--- src/core/pwit_params.svh ---
`ifndef PWIT_PARAMS_SVH
`define PWIT_PARAMS_SVH

// byte read addresses and the shared word write address
`define PWIT_ADDR_CSR_RD  16'hFFA8
`define PWIT_ADDR_CNT_RD  16'hFFA9
`define PWIT_ADDR_WR      16'hFFAA

// password in the upper byte of a word write
`define PWIT_PW_COUNT     8'h5A
`define PWIT_PW_CSR       8'hA5

// control/status field positions
`define PWIT_BIT_OVF      7
`define PWIT_BIT_MODE     6
`define PWIT_BIT_RUN      5
`define PWIT_BIT_RSTSEL   3
`define PWIT_CKS_HI       2

// reset values and counter maximum
`define PWIT_CSR_RESET    8'h10
`define PWIT_CNT_RESET    8'h00
`define PWIT_CNT_MAX      8'hFF

// internal chip reset length in system clocks and hold counter width
`define PWIT_RESET_CYCLES 518
`define PWIT_HOLD_W       10

// prescaler width and tap masks (divisor minus one)
`define PWIT_PRESC_W      12
`define PWIT_MASK_DIV2    12'h001
`define PWIT_MASK_DIV32   12'h01F
`define PWIT_MASK_DIV64   12'h03F
`define PWIT_MASK_DIV128  12'h07F
`define PWIT_MASK_DIV256  12'h0FF
`define PWIT_MASK_DIV512  12'h1FF
`define PWIT_MASK_DIV2048 12'h7FF
`define PWIT_MASK_DIV4096 12'hFFF

`endif

--- src/core/pwit_pkg.sv ---
`include "pwit_params.svh"

package pwit_pkg;

  typedef struct packed {
    logic [15:0] addr;
    logic [15:0] wdata;
    logic        wr;
    logic        rd;
    logic        word;
  } pwit_bus_req_s;

  typedef struct packed {
    logic [7:0] count;
    logic       ovf;
    logic       ovf_seen;
    logic       mode;
    logic       run;
    logic       rst_sel;
    logic [2:0] cks;
    logic [7:0] rdata;
    logic       irq;
    logic       nmi;
    logic       wd_fire;
    logic       cause;
  } pwit_state_s;

  typedef struct packed {
    logic [`PWIT_PRESC_W-1:0] cnt;
    logic                     tick;
  } pwit_presc_s;

  typedef struct packed {
    logic [`PWIT_HOLD_W-1:0] cnt;
    logic                    active;
  } pwit_hold_s;

endpackage

--- src/core/pwit_prescaler.sv ---
`timescale 1ns/10ps
`include "pwit_params.svh"

module pwit_prescaler (
  input  wire logic       clk,
  input  wire logic       rst_n,
  input  wire logic [2:0] sel,
  output logic            tick
);
  import pwit_pkg::*;

  pwit_presc_s              st;
  pwit_presc_s              next_st;
  logic [`PWIT_PRESC_W-1:0] mask;

  always_comb begin
    case (sel)
      3'h0:    mask = `PWIT_MASK_DIV2;
      3'h1:    mask = `PWIT_MASK_DIV32;
      3'h2:    mask = `PWIT_MASK_DIV64;
      3'h3:    mask = `PWIT_MASK_DIV128;
      3'h4:    mask = `PWIT_MASK_DIV256;
      3'h5:    mask = `PWIT_MASK_DIV512;
      3'h6:    mask = `PWIT_MASK_DIV2048;
      default: mask = `PWIT_MASK_DIV4096;
    endcase
  end

  // free-running, so a tap change mid-count may give a short period
  always_comb begin
    next_st      = st;
    next_st.cnt  = `PWIT_PRESC_W'(st.cnt + 1'b1);
    next_st.tick = ((st.cnt & mask) == mask);
  end

  always_ff @(posedge clk) begin
    if (!rst_n) begin
      st <= '0;
    end else begin
      st <= next_st;
    end
  end

  assign tick = st.tick;
endmodule

--- src/core/pwit_reset_hold.sv ---
`timescale 1ns/10ps
`include "pwit_params.svh"

module pwit_reset_hold #(
  parameter int unsigned CYCLES = `PWIT_RESET_CYCLES
) (
  input  wire logic clk,
  input  wire logic rst_n,
  input  wire logic start,
  output logic      active
);
  import pwit_pkg::*;

  pwit_hold_s st;
  pwit_hold_s next_st;

  always_comb begin
    next_st = st;
    if (start && !st.active) begin
      next_st.active = 1'b1;
      next_st.cnt    = `PWIT_HOLD_W'(CYCLES - 1);
    end else if (st.active) begin
      if (st.cnt == '0) begin
        next_st.active = 1'b0;
      end else begin
        next_st.cnt = `PWIT_HOLD_W'(st.cnt - 1'b1);
      end
    end
  end

  always_ff @(posedge clk) begin
    if (!rst_n) begin
      st <= '0;
    end else begin
      st <= next_st;
    end
  end

  assign active = st.active;
endmodule

--- src/core/pwit_top.sv ---
`timescale 1ns/10ps
`include "pwit_params.svh"

// Behaviour
// - 8-bit counter counts selected clock while running
// - wrap from max to zero sets overflow flag
// - stopped counter held at zero; zero after reset
// - flag clears by write 0 after read 1
// - mode bit picks interval or watchdog action
// - action bit picks interrupt or chip reset
// - control/status bit 4 reads one, ignores writes
// - three select bits pick prescaler divisor
// - standby clears bits 7-5,3; keeps bits 2-0
// - only word writes update either register
// - upper byte password steers shared write address
// - byte reads at two separate addresses
// - watchdog reset holds chip for 518 clocks
// - watchdog interrupt shares external pin vector
// - watchdog reset recorded in reset cause bit
// - interval mode requests interrupt every overflow
// - flag set with the request, same cycle
// - write beats coinciding count pulse
module pwit_top (
  input  wire logic                   clk,
  input  wire logic                   rst_n,
  input  wire pwit_pkg::pwit_bus_req_s bus_req,
  input  wire logic                   standby,
  output logic [7:0]                  bus_rdata,
  output logic                        irq_ovf,
  output logic                        nmi_req,
  output logic                        chip_reset,
  output logic                        reset_cause_bit
);
  import pwit_pkg::*;

  pwit_state_s st;
  pwit_state_s next_st;
  logic        tick;
  logic        wr_hit;
  logic        wr_cnt;
  logic        wr_csr;
  logic        ovf_evt;
  logic [7:0]  wr_byte;

  pwit_prescaler u_presc (
    .clk   (clk),
    .rst_n (rst_n),
    .sel   (st.cks),
    .tick  (tick)
  );

  pwit_reset_hold #(
    .CYCLES (`PWIT_RESET_CYCLES)
  ) u_hold (
    .clk    (clk),
    .rst_n  (rst_n),
    .start  (st.wd_fire),
    .active (chip_reset)
  );

  // byte writes never reach the registers
  assign wr_hit  = bus_req.wr && bus_req.word &&
                   (bus_req.addr == `PWIT_ADDR_WR);
  assign wr_cnt  = wr_hit &&
                   (bus_req.wdata[15:8] == `PWIT_PW_COUNT);
  assign wr_csr  = wr_hit &&
                   (bus_req.wdata[15:8] == `PWIT_PW_CSR);
  assign wr_byte = bus_req.wdata[7:0];

  // a write in the same cycle as a pulse drops that increment
  assign ovf_evt = st.run && tick && !wr_cnt && !standby &&
                   !chip_reset && (st.count == `PWIT_CNT_MAX);

  always_comb begin
    next_st         = st;
    next_st.irq     = 1'b0;
    next_st.nmi     = 1'b0;
    next_st.wd_fire = 1'b0;

    if (!st.run) begin
      next_st.count = `PWIT_CNT_RESET;
    end else if (wr_cnt) begin
      next_st.count = wr_byte;
    end else if (tick) begin
      next_st.count = 8'(st.count + 8'h01);
    end

    if (wr_csr) begin
      next_st.mode    = wr_byte[`PWIT_BIT_MODE];
      next_st.run     = wr_byte[`PWIT_BIT_RUN];
      next_st.rst_sel = wr_byte[`PWIT_BIT_RSTSEL];
      next_st.cks     = wr_byte[`PWIT_CKS_HI:0];
      if (!wr_byte[`PWIT_BIT_OVF] && st.ovf_seen) begin
        next_st.ovf      = 1'b0;
        next_st.ovf_seen = 1'b0;
      end
    end

    if (bus_req.rd) begin
      case (bus_req.addr)
        `PWIT_ADDR_CSR_RD: begin
          next_st.rdata = `PWIT_CSR_RESET;
          next_st.rdata[`PWIT_BIT_OVF]    = st.ovf;
          next_st.rdata[`PWIT_BIT_MODE]   = st.mode;
          next_st.rdata[`PWIT_BIT_RUN]    = st.run;
          next_st.rdata[`PWIT_BIT_RSTSEL] = st.rst_sel;
          next_st.rdata[`PWIT_CKS_HI:0]   = st.cks;
          if (st.ovf) begin
            next_st.ovf_seen = 1'b1;
          end
        end
        `PWIT_ADDR_CNT_RD: begin
          next_st.rdata = st.count;
        end
        default: begin
          next_st.rdata = 8'h00;
        end
      endcase
    end

    // set wins over a clear in the same cycle
    if (ovf_evt) begin
      next_st.ovf = 1'b1;
      if (!st.mode) begin
        next_st.irq = 1'b1;
      end else if (st.rst_sel) begin
        next_st.wd_fire = 1'b1;
        next_st.cause   = 1'b1;
      end else begin
        next_st.nmi = 1'b1;
      end
    end

    if (standby) begin
      next_st.ovf      = 1'b0;
      next_st.ovf_seen = 1'b0;
      next_st.mode     = 1'b0;
      next_st.run      = 1'b0;
      next_st.rst_sel  = 1'b0;
      next_st.count    = `PWIT_CNT_RESET;
    end

    // the chip reset we raise also clears us; only the cause survives
    if (chip_reset) begin
      next_st       = '0;
      next_st.cause = st.cause;
    end
  end

  always_ff @(posedge clk) begin
    if (!rst_n) begin
      st <= '0;
    end else begin
      st <= next_st;
    end
  end

  assign bus_rdata       = st.rdata;
  assign irq_ovf         = st.irq;
  assign nmi_req         = st.nmi;
  assign reset_cause_bit = st.cause;
endmodule

--- config.mk ---
export PLATFORM = sky130hd
export DESIGN_NAME = pwit_top
export DESIGN_NICKNAME = d
export VERILOG_FILES = /design/src/core/pwit_pkg.sv /design/src/core/pwit_prescaler.sv /design/src/core/pwit_reset_hold.sv /design/src/core/pwit_top.sv
export VERILOG_INCLUDE_DIRS = /design/src /design/src/core
export SDC_FILE = /design/constraint.sdc
export NUM_CORES = 1
export LEC_CHECK = 0
export BUFFER_PORTS_ARGS = -buffer_cell sky130_fd_sc_hd__buf_4
export CORE_MARGIN = 1.5
export CORE_UTILIZATION = 35
export DETAILED_ROUTE_END_ITERATION = 16
export GPL_TIMING_DRIVEN = 0
export HOLD_SLACK_MARGIN = 0.15
export PLACE_DENSITY_LB_ADDON = 0.05
export RECOVER_POWER = 50
export REMOVE_ABC_BUFFERS = 1
export SYNTH_ARGS = -nofsm -noshare
export SYNTH_HDL_FRONTEND = slang
export SYNTH_HIERARCHICAL = 1
export SYNTH_SLANG_ARGS = --single-unit
--- constraint.sdc ---
create_clock -name clk -period 2.8 [get_ports clk]
set_input_delay 0.56 -clock clk [delete_from_list [all_inputs] [get_ports clk]]
set_output_delay 0.56 -clock clk [all_outputs]
set_load 0.01 [all_outputs]
==> results of run 1 <==
stage by stage:
step | utilization | cell area (sq um)
final | 0.4240 | 3075
after global routing | 0.4240 | 3075
after CTS | 0.4323 | 3136
after detailed placement | 0.4149 | 3009
after global placement | 0.4149 | 3009
after floorplan | - | 2517
routing by layer:
metal,share of wire,GRT usage
met5,0,0
met4,0.018,0.06853
met3,0.050,0.03509
met2,0.44,0.2536
met1,0.49,0.2405
flip-flops by register name (all words and copies together), names as in the netlist:
register / cells
bus_rdata: 8
irq_ovf: 1
nmi_req: 1
reset_cause_bit: 1
st: 17
u_hold/active: 1
u_hold/st: 10
u_presc/st: 12
u_presc/tick: 1
cell usage in the layout, fill, tap and decap left out, types with 2 or more instances in the layout:
cell / n
clkbuf_8: 7
nand3_1: 15
dfxtp_1: 52
or3b_2: 2
ha_1: 4
nand4b_1: 4
mux2i_1: 10
nor4bb_1: 4
a41oi_1: 2
nor3_1: 4
clkbuf_1: 12
and3_1: 2
a21oi_1: 21
o41ai_1: 4
or4_4: 2
nor2_1: 20
buf_4: 36
nand3b_1: 2
nand4_1: 9
nand2b_1: 5
nor2b_1: 5
inv_1: 13
o21ai_0: 21
o311ai_0: 3
xor2_1: 7
nand2_1: 30
o211ai_1: 3
xnor2_1: 8
nor4_1: 3
o31ai_1: 4
nor4b_1: 2
or4_1: 4
worst max-delay path by stage:
| stage | end | slack [ps] | depth (start not counted) |
|---|---|---|---|
| after floorplan | reset_cause_bit$_SDFFE_PN0P_ | 650 | 4 |
| after global placement | reset_cause_bit$_SDFFE_PN0P_ | 250 | 5 |
| after detailed placement | reset_cause_bit$_SDFFE_PN0P_ | 250 | 5 |
| after CTS | reset_cause_bit$_SDFFE_PN0P_ | 590 | 5 |
| after global routing | bus_rdata[7]$_SDFFE_PP0P_ | 390 | 5 |
| final | reset_cause_bit$_SDFFE_PN0P_ | 530 | 5 |
worst max-delay path, delay by kind of cell:
| family | cells | cell delay, ps |
|---|---|---|
| simple gates | 3 | 1520 |
| compound gates | 1 | 290 |
| buf+inv | 1 | 100 |
final cells by class:
cell class	instances	area, sq um	share of cell area
Clock buffer	7	96.34	0.03133
Clock inverter	1	30.03	0.009764
Inverter	14	52.55	0.01709
Multi-Input combinational cell	221	1409	0.4581
Sequential cell	52	1041	0.3385
Tap cell	99	123.9	0.04028
Timing Repair Buffer	49	322.8	0.1050
kinds of logic (layout without fill, tap and decap cells):
logic type | after synthesis | count (layout) | synth area share
AO/OA/AOI/OAI | 68 | 68 | 0.1628
XOR/XNOR | 15 | 15 | 0.05026
buffers and inverters | 29 | 71 | 0.05696
multiplexers | 11 | 11 | 0.04261
flip-flops | 52 | 52 | 0.3983
adder cells (fa/ha/maj) | 4 | 4 | 0.01915
AND/OR/NAND/NOR | 123 | 123 | 0.2700
power groups by stage:
stage | combinational (mW) | sequential, mW | clock [mW]
final | 0.0823 | 0.749 | 0.568
after global routing | 0.0912 | 0.750 | 0.617
after CTS | 0.0854 | 0.749 | 0.586
after detailed placement | 0.0850 | 0.766 | 0
after global placement | 0.0848 | 0.766 | 0
after floorplan | 0.0271 | 0.765 | 0
==> results.sh, run 1 <==
export IMPL_worstPathArrival_ps=2470
export IMPL_switching_share=0.2101
export IMPL_drt_iter0_drc=94
export IMPL_crit_slowest_cell="or4_1"
export IMPL_netlist_instances=302
export IMPL_drtPass1Iterations=4
export IMPL_r2r_slack_ps=570
export IMPL_nNetsFinal=385
export IMPL_cap_viol_max_count=0
export IMPL_p_seq_frac=0.535
export IMPL_finalHoldViolCount=0
export IMPL_place_ws_ps=254.3
export IMPL_start_util=0.3604
export IMPL_required_ps=3000
export IMPL_hold_slack_ps=461.3
export IMPL_max_stage_delay_ps=800
export IMPL_cp_cell_sequence="clkbuf_4, nand4b_1, or4_1, or2_1, a32o_1"
export IMPL_post_drt_wl_per_cell_um=14.50
export IMPL_powerDensity_nw_per_um2=454.9
export IMPL_synth_top_cell_area_share=0.3983
export IMPL_gp_congestion=0.7992
export IMPL_hold_path_depth=2
export IMPL_route_antenna_remaining_nets=0
export IMPL_ir_drop_uv=178.5
export IMPL_clock_skew_ps=5.305
export IMPL_p_int_mw=1.105
export IMPL_worst_r2r_cell_count=4
export IMPL_clkTransAtPathRegs_ps=90
export IMPL_combPwrFrac=0.059
export IMPL_cts_resized_gates=0
export IMPL_yosysWarnings=6
export IMPL_wl_um=6424
export IMPL_die_w_um=89.42
export IMPL_io_buffers=49
export IMPL_rsz0062_at_grt="no"
export IMPL_drive_gt1_frac=0.1541
export IMPL_outcome="completed"
export IMPL_ys_top_cells_by_area="dfxtp_1, nand2_1, a21oi_1, o21ai_0, mux2i_1"
export IMPL_cts_sinks=52
export IMPL_yosysMostFrequentCell="dfxtp_1"
export IMPL_cp_end_kind="flip-flop"
export IMPL_fp_coreArea_sq_um=7253
export IMPL_viasPerCell=5.221
export IMPL_h_tree_depth=2
export IMPL_max_freq_ghz=0.4403
export IMPL_fin_crit_sh=0.8111
export IMPL_die_y_um=89.42
export IMPL_clk_latency_ps=300
export IMPL_area_delta_synth_final_pct=17.66
export IMPL_min_from="bus_rdata[1]$_SDFFE_PP0P_"
export IMPL_layout_cells_non_filler=443
export IMPL_dp_hpwl_um=4633
export IMPL_ys_seq_elements=52
export IMPL_clock_root_buffer="clkbuf_8"
export IMPL_slew_headroom=0.3688
export IMPL_cts_buffers_inserted=5
export IMPL_timing_final_ws_setup_ps=529.0
export IMPL_die_area_sq_um=7995
export IMPL_cts_hold_buf=0
export IMPL_post_cts_buffers=0
export IMPL_drcViolationCount=0
export IMPL_grt_pass1_vias=2181
export IMPL_fill_cells=783
export IMPL_ys_types=55
export IMPL_cp_startpoint="bus_req[21]"
export IMPL_final_max_slew_viol_count=0
export IMPL_setup_worst_path_class="primary input to flip-flop"
export IMPL_r2r_end="st[25]$_SDFFE_PP0P_"
export IMPL_antennaDiodeCount=0
export IMPL_dr_total_vias=2313
export IMPL_synth_top_cell_by_area="dfxtp_1"
export IMPL_critPathLaunchType="primary input"
export IMPL_netlist_top_cells_count="dfxtp_1, nand2_1, a21oi_1, o21ai_0, nor2_1"
export IMPL_power_switching_uw=293.9
export IMPL_yosysSeqAreaShare=0.3983
export IMPL_grt_max_degree=17
export IMPL_synth_edff_count=0
export IMPL_io_pins=50
export IMPL_syn_area_per_cell_sq_um=8.655
export IMPL_synth_async_sr_flop_share=0
export IMPL_clock_path_buffers=2
export IMPL_finalPower_mw=1.399
export IMPL_fin_crit_ps=2271
export IMPL_final_setup_viol_count=0
export IMPL_whs_endpoint="bus_rdata[1]$_SDFFE_PP0P_"
export IMPL_p_clk_frac=0.406
export IMPL_grt_pass1_wl_um=10540
export IMPL_cp_max_fo=16
export IMPL_setup_tns_ps=0
export IMPL_worst_pin_slew_ps=943.4
export IMPL_placed_cells_incl_taps=435
export IMPL_antenna_found_initial=0
export IMPL_cts_tree="done"
export IMPL_hp_class="flip-flop to flip-flop"
export IMPL_timing_rr_start="u_hold/active$_SDFF_PN0_"
export IMPL_grt_ovfl_total=0
export IMPL_leakagePower_nw=1.052
export IMPL_rows=31
export IMPL_netlist_area_sq_um=2614
export IMPL_grt_use_total=0.1707
export IMPL_synth_main_ff_cell="dfxtp_1"
Note: power is estimated with default switching activity, not from simulation.
==> inputs of run 2 (changes only) <==
==> constraint.sdc (replaced) <==
create_clock -name clk -period 2.3 [get_ports clk]
set_input_delay 0.46 -clock clk [delete_from_list [all_inputs] [get_ports clk]]
set_output_delay 0.46 -clock clk [all_outputs]
set_load 0.01 [all_outputs]
==> results.sh, run 2 (synthesized netlist as in run 1, its figures left out) <==
export IMPL_outcome="completed"
export IMPL_fp_coreArea_sq_um=7253
export IMPL_grt_pass1_wl_um=10540
export IMPL_finalHoldViolCount=0
export IMPL_clkTransAtPathRegs_ps=90
export IMPL_area_delta_synth_final_pct=18.19
export IMPL_fin_crit_sh=0.9192
export IMPL_rows=31
export IMPL_leakagePower_nw=1.062
export IMPL_final_util=0.4259
export IMPL_clock_path_buffers=2
export IMPL_cp_max_fo=14
export IMPL_worst_r2r_cell_count=4
export IMPL_post_cts_buffers=0
export IMPL_h_tree_depth=2
export IMPL_die_area_sq_um=7995
export IMPL_hp_class="primary input to flip-flop"
export IMPL_post_drt_wl_per_cell_um=14.47
export IMPL_ir_drop_uv=217.3
export IMPL_gp_congestion=0.7992
export IMPL_cap_viol_max_count=0
export IMPL_worst_pin_slew_ps=903.0
export IMPL_critPathLaunchType="primary input"
export IMPL_dr_total_vias=2314
export IMPL_final_max_slew_viol_count=0
export IMPL_top_regs="st (17), u_presc/st (12), u_hold/st (10)"
export IMPL_antennaDiodeCount=0
export IMPL_cts_tree="done"
export IMPL_fin_crit_ps=2114
export IMPL_die_w_um=89.42
export IMPL_drive_gt1_frac=0.1570
export IMPL_clock_root_buffer="clkbuf_8"
export IMPL_final_setup_viol_count=0
export IMPL_cp_end_kind="flip-flop"
export IMPL_dp_hpwl_um=4633
export IMPL_setup_worst_path_class="primary input to flip-flop"
export IMPL_drtPass1Iterations=4
export IMPL_viasPerCell=5.223
export IMPL_hold_path_depth=3
export IMPL_rsz0062_at_grt="no"
export IMPL_route_antenna_remaining_nets=0
export IMPL_min_from="bus_req[7]"
export IMPL_whs_endpoint="st[24]$_SDFFE_PP0P_"
export IMPL_r2r_slack_ps=350
export IMPL_powerDensity_nw_per_um2=552.0
export IMPL_start_util=0.3604
export IMPL_wl_um=6409
export IMPL_nNetsFinal=385
export IMPL_required_ps=2540
export IMPL_top_register="st"
export IMPL_max_freq_ghz=0.4730
export IMPL_grt_use_total=0.1707
export IMPL_die_y_um=89.42
export IMPL_largest_reg_flops=17
export IMPL_fill_cells=784
export IMPL_slew_headroom=0.3930
export IMPL_worstPathArrival_ps=2350
export IMPL_final_common_cell="dfxtp_1"
export IMPL_antenna_found_initial=0
export IMPL_clock_skew_ps=5.310
export IMPL_cts_buffers_inserted=5
export IMPL_timing_rr_start="u_hold/active$_SDFF_PN0_"
export IMPL_mostFrequentLayoutCells="dfxtp_1, buf_4, nand2_1"
export IMPL_grt_ovfl_total=0
export IMPL_r2r_end="u_hold/st[6]$_SDFFE_PP0P_"
export IMPL_finalPower_mw=1.705
export IMPL_io_buffers=49
export IMPL_io_pins=50
export IMPL_grt_pass1_vias=2181
export IMPL_grt_max_degree=17
export IMPL_cts_resized_gates=0
export IMPL_drt_iter0_drc=89
export IMPL_clk_latency_ps=300
export IMPL_drcViolationCount=0
export IMPL_cts_sinks=52
export IMPL_cts_hold_buf=0
## run 2: cell count changes in the layout (fill, tap and decap cells not counted)
cell,change
buf_4,-1
clkbuf_1,+1
nand4b_1,-1
nand4b_4,+1
nor2_1,-1
nor2_2,+1
## run 2: final cells by class
type	count	area, sq um	area share
tap	99	123.9	0.04010
timing repair buffer	49	319.1	0.1033
clock buffer	7	96.34	0.03119
inverter	14	52.55	0.01701
clock inverter	1	30.03	0.009721
sequential	52	1041	0.3370
multi-input combinational	221	1426	0.4617
## run 2: power by group
group / total, mW / internal [mW] / switching (mW) / leakage (nW)
Combinational: 0.102 / 0.0559 / 0.0459 / 0.578
Clock: 0.692 / 0.384 / 0.307 / 0.0645
Sequential: 0.912 / 0.905 / 0.00679 / 0.419
Total: 1.71 / 1.35 / 0.360 / 1.06
## run 2: worst max-delay path by stage
stage                                        start                      endpoint  slack (ps)  cells past startpoint
after floorplan                        bus_req[21]  reset_cause_bit$_SDFFE_PN0P_         250                      4
after global placement                 bus_req[21]  reset_cause_bit$_SDFFE_PN0P_        -150                      5
after detailed placement               bus_req[21]  reset_cause_bit$_SDFFE_PN0P_        -150                      5
after CTS                 u_hold/active$_SDFF_PN0_           st[26]$_SDFFE_PP0P_         120                      4
after global routing                   bus_req[21]     bus_rdata[7]$_SDFFE_PP0P_          70                      5
final                                        rst_n           st[25]$_SDFFE_PP0P_         190                      5
## run 2: per-stage QoR
step / setup TNS [ps] / hold slack, ps / setup slack (ps) / area, sq um / std cells
3_3_place_gp: -660.6 / 439.5 / -146.3 / 3009 / 435
3_5_place_dp: -442.2 / 448.8 / -145.7 / 3009 / 435
6_report: 0 / 392.3 / 185.8 / 3089 / 443
2_1_floorplan: 0 / 434.7 / 246.2 / 2517 / 287
4_1_cts: 0 / 381.2 / 119.3 / 3136 / 443
5_1_grt: 0 / 407.5 / 72.69 / 3089 / 443
## run 2: metal layers
layer  vias to the layer above  part of all wire  GRT usage
met3                         9             0.049    0.03509
li1                       1179                 -          -
met1                      1065              0.49     0.2405
met4                         0             0.018    0.06853
met5                         -                 0          0
met2                        61              0.44     0.2536
## run 2: worst max-delay path, cell delays in order
cell	delay [ps]
clkbuf_1	480
or3b_2	580
nor2_2	490
o41ai_1	200
a21oi_1	140
==> inputs of run 3 (changes only) <==
--- a/config.mk
+++ b/config.mk
@@ -6,9 +6,10 @@
 export SDC_FILE = /design/constraint.sdc
 export NUM_CORES = 1
 export LEC_CHECK = 0
+export ABC_AREA = 1
 export BUFFER_PORTS_ARGS = -buffer_cell sky130_fd_sc_hd__buf_4
 export CORE_MARGIN = 1.5
-export CORE_UTILIZATION = 35
+export CORE_UTILIZATION = 45
 export DETAILED_ROUTE_END_ITERATION = 16
 export GPL_TIMING_DRIVEN = 0
 export HOLD_SLACK_MARGIN = 0.15
==> results.sh, run 3 <==
export IMPL_ys_top_cells_by_area="dfxtp_1, nand2_1, nor2_1, inv_1, nand3_1"
export IMPL_grt_pass1_vias=2617
export IMPL_netlist_instances=461
export IMPL_finalHoldViolCount=0
export IMPL_cp_cell_sequence="clkbuf_4, inv_1, nand2_1, nor2_4, nand3_1, nor2_1, nand2_1, nand2_1, a21oi_1"
export IMPL_rows=29
export IMPL_final_max_slew_viol_count=0
export IMPL_critPathLaunchType="primary input"
export IMPL_gp_congestion=0.8569
export IMPL_cts_buffers_inserted=5
export IMPL_io_pins=50
export IMPL_viasPerCell=4.873
export IMPL_drtPass1Iterations=11
export IMPL_synth_edff_count=0
export IMPL_worstPathArrival_ps=1830
export IMPL_power_switching_uw=394.1
export IMPL_hold_path_depth=2
export IMPL_antenna_found_initial=0
export IMPL_setup_tns_ps=0
export IMPL_h_tree_depth=2
export IMPL_synth_top_cell_area_share=0.3410
export IMPL_fin_crit_sh=0.7108
export IMPL_syn_area_per_cell_sq_um=6.622
export IMPL_cp_num_cells=9
export IMPL_required_ps=2500
export IMPL_p_seq_frac=0.543
export IMPL_final_setup_viol_count=0
export IMPL_cts_sinks=52
export IMPL_finalPower_mw=1.694
export IMPL_grt_ovfl_total=0
export IMPL_top_regs="st (17), u_presc/st (12), u_hold/st (10)"
export IMPL_clock_skew_ps=6.995
export IMPL_violations="design-rule violations"
export IMPL_yosysSeqAreaShare=0.3410
export IMPL_final_util=0.5378
export IMPL_post_cts_buffers=0
export IMPL_route_antenna_remaining_nets=0
export IMPL_layout_cells_non_filler=582
export IMPL_synth_async_sr_flop_share=0
export IMPL_cp_top_family="simple AND/OR/NAND/NOR gates"
export IMPL_cp_max_fo=6
export IMPL_dp_hpwl_um=5146
export IMPL_io_buffers=49
export IMPL_cts_tree="done"
export IMPL_synth_adder_area_share=0.01639
export IMPL_nNetsFinal=546
export IMPL_cts_hold_buf=0
export IMPL_yosysMostFrequentCell="nand2_1"
export IMPL_synth_xor_area_frac=0.03156
export IMPL_powerDensity_nw_per_um2=487.8
export IMPL_netlist_area_sq_um=3053
export IMPL_ys_seq_elements=52
export IMPL_start_util=0.4727
export IMPL_leakagePower_nw=1.490
export IMPL_synth_top_cell_by_area="dfxtp_1"
export IMPL_yosysWarnings=6
export IMPL_clock_root_buffer="clkbuf_8"
export IMPL_slew_headroom=0.6543
export IMPL_p_clk_frac=0.375
export IMPL_post_drt_wl_per_cell_um=11.38
export IMPL_antennaDiodeCount=0
export IMPL_cts_resized_gates=0
export IMPL_grt_pass1_wl_um=11550
export IMPL_path_common_cell="nand2_1"
export IMPL_netlist_top_cells_count="nand2_1, nor2_1, inv_1, dfxtp_1, nand3_1"
export IMPL_clock_path_buffers=2
export IMPL_largest_reg_flops=17
export IMPL_clkTransAtPathRegs_ps=90
export IMPL_clk_latency_ps=300
export IMPL_outcome="complete, but fails checks"
export IMPL_worst_pin_slew_ps=516.7
export IMPL_synth_compound_area_frac=0.09836
export IMPL_p_int_mw=1.300
export IMPL_synth_main_ff_cell="dfxtp_1"
export IMPL_grt_max_degree=18
export IMPL_rsz0062_at_grt="no"
export IMPL_mostFrequentLayoutCells="nand2_1, nor2_1, inv_1"
export IMPL_grt_use_total=0.1923
export IMPL_fin_crit_ps=1635
export IMPL_synthMuxAreaShare=0
export IMPL_hold_slack_ps=390.7
export IMPL_die_area_sq_um=7287
export IMPL_fill_cells=673
export IMPL_crit_buf_inv=2
export IMPL_area_delta_synth_final_pct=13.77
export IMPL_drive_gt1_frac=0.1485
export IMPL_worst_r2r_cell_count=7
export IMPL_setup_worst_path_class="primary input to flip-flop"
export IMPL_die_w_um=85.37
export IMPL_die_y_um=85.37
export IMPL_synth_top_family_by_area="simple AND/OR/NAND/NOR gates"
export IMPL_dr_total_vias=2836
export IMPL_cp_end_kind="flip-flop"
export IMPL_combPwrFrac=0.081
export IMPL_placed_cells_incl_taps=574
export IMPL_cap_viol_max_count=0
export IMPL_wl_um=6624
export IMPL_drcViolationCount=1
export IMPL_max_stage_delay_ps=410
export IMPL_crit_slowest_cell="nor2_1"
export IMPL_synth_simple_area_share=0.4086
export IMPL_drt_iter0_drc=118
export IMPL_hp_class="primary input to flip-flop"
export IMPL_fp_coreArea_sq_um=6459
export IMPL_ys_types=33
export IMPL_ir_drop_uv=260.3
export IMPL_max_freq_ghz=0.6116
export IMPL_switching_share=0.2326
export IMPL_top_register="st"
export IMPL_final_common_cell="nand2_1"
run 3: path summary, 6_finish.rpt:
kind / end / startpoint / slack [ps]
max: st[19]$_SDFFE_PP0P_ / bus_req[25] / 670
min: st[13]$_SDFFE_PP0N_ / bus_req[4] / 390
max reg2reg: u_hold/st[1]$_SDFFE_PN0P_ / u_hold/st[1]$_SDFFE_PN0P_ / 810
min reg2reg: irq_ovf$_SDFF_PP0_ / st[17]$_SDFFE_PP0N_ / 450
run 3: kinds of logic (layout without fill, tap and decap cells):
| family | after synthesis | after routing |
|---|---|---|
| AOI/OAI and AO/OA | 51 | 51 |
| xor gates and xnor gates | 11 | 11 |
| adders and majority gates | 4 | 4 |
| buffers and inverters | 74 | 118 |
| DFF | 52 | 52 |
| and+or+nand+nor | 269 | 269 |
run 3: routing by layer:
layer / track usage / part of all wire / vias to the layer above
met1: 0.2479 / 0.47 / 1260
met2: 0.3420 / 0.49 / 46
met5: 0 / 0 / -
li1: - / - / 1528
met3: 0.02821 / 0.035 / 2
met4: 0.03959 / 0.0036 / 0
run 3: cell type report:
| class | instances | area [sq um] | area share |
|---|---|---|---|
| clock buffers | 5 | 68.82 | 0.01981 |
| clock inverters | 3 | 42.54 | 0.01225 |
| inverters | 61 | 229.0 | 0.06592 |
| multi-input cells | 335 | 1669 | 0.4805 |
| flip-flops and latches | 52 | 1041 | 0.2997 |
| well taps | 77 | 96.34 | 0.02774 |
| repair buffers | 49 | 326.6 | 0.09402 |
run 3: power groups by stage:
stage / clock network, mW / registers, mW / logic (mW)
2_1_floorplan: 0 / 0.943 / 0.0599
3_3_place_gp: 0 / 0.942 / 0.144
3_5_place_dp: 0 / 0.942 / 0.146
4_1_cts: 0.652 / 0.921 / 0.146
5_1_grt: 0.691 / 0.923 / 0.156
6_report: 0.636 / 0.921 / 0.138
run 3: stage by stage:
stage | setup WS, ps | instance area, sq um
floorplan | 900.4 | 2964
global placement | 574.4 | 3428
detailed placement | 567.1 | 3428
CTS | 782.4 | 3540
global route | 413.2 | 3473
finish | 665.1 | 3473
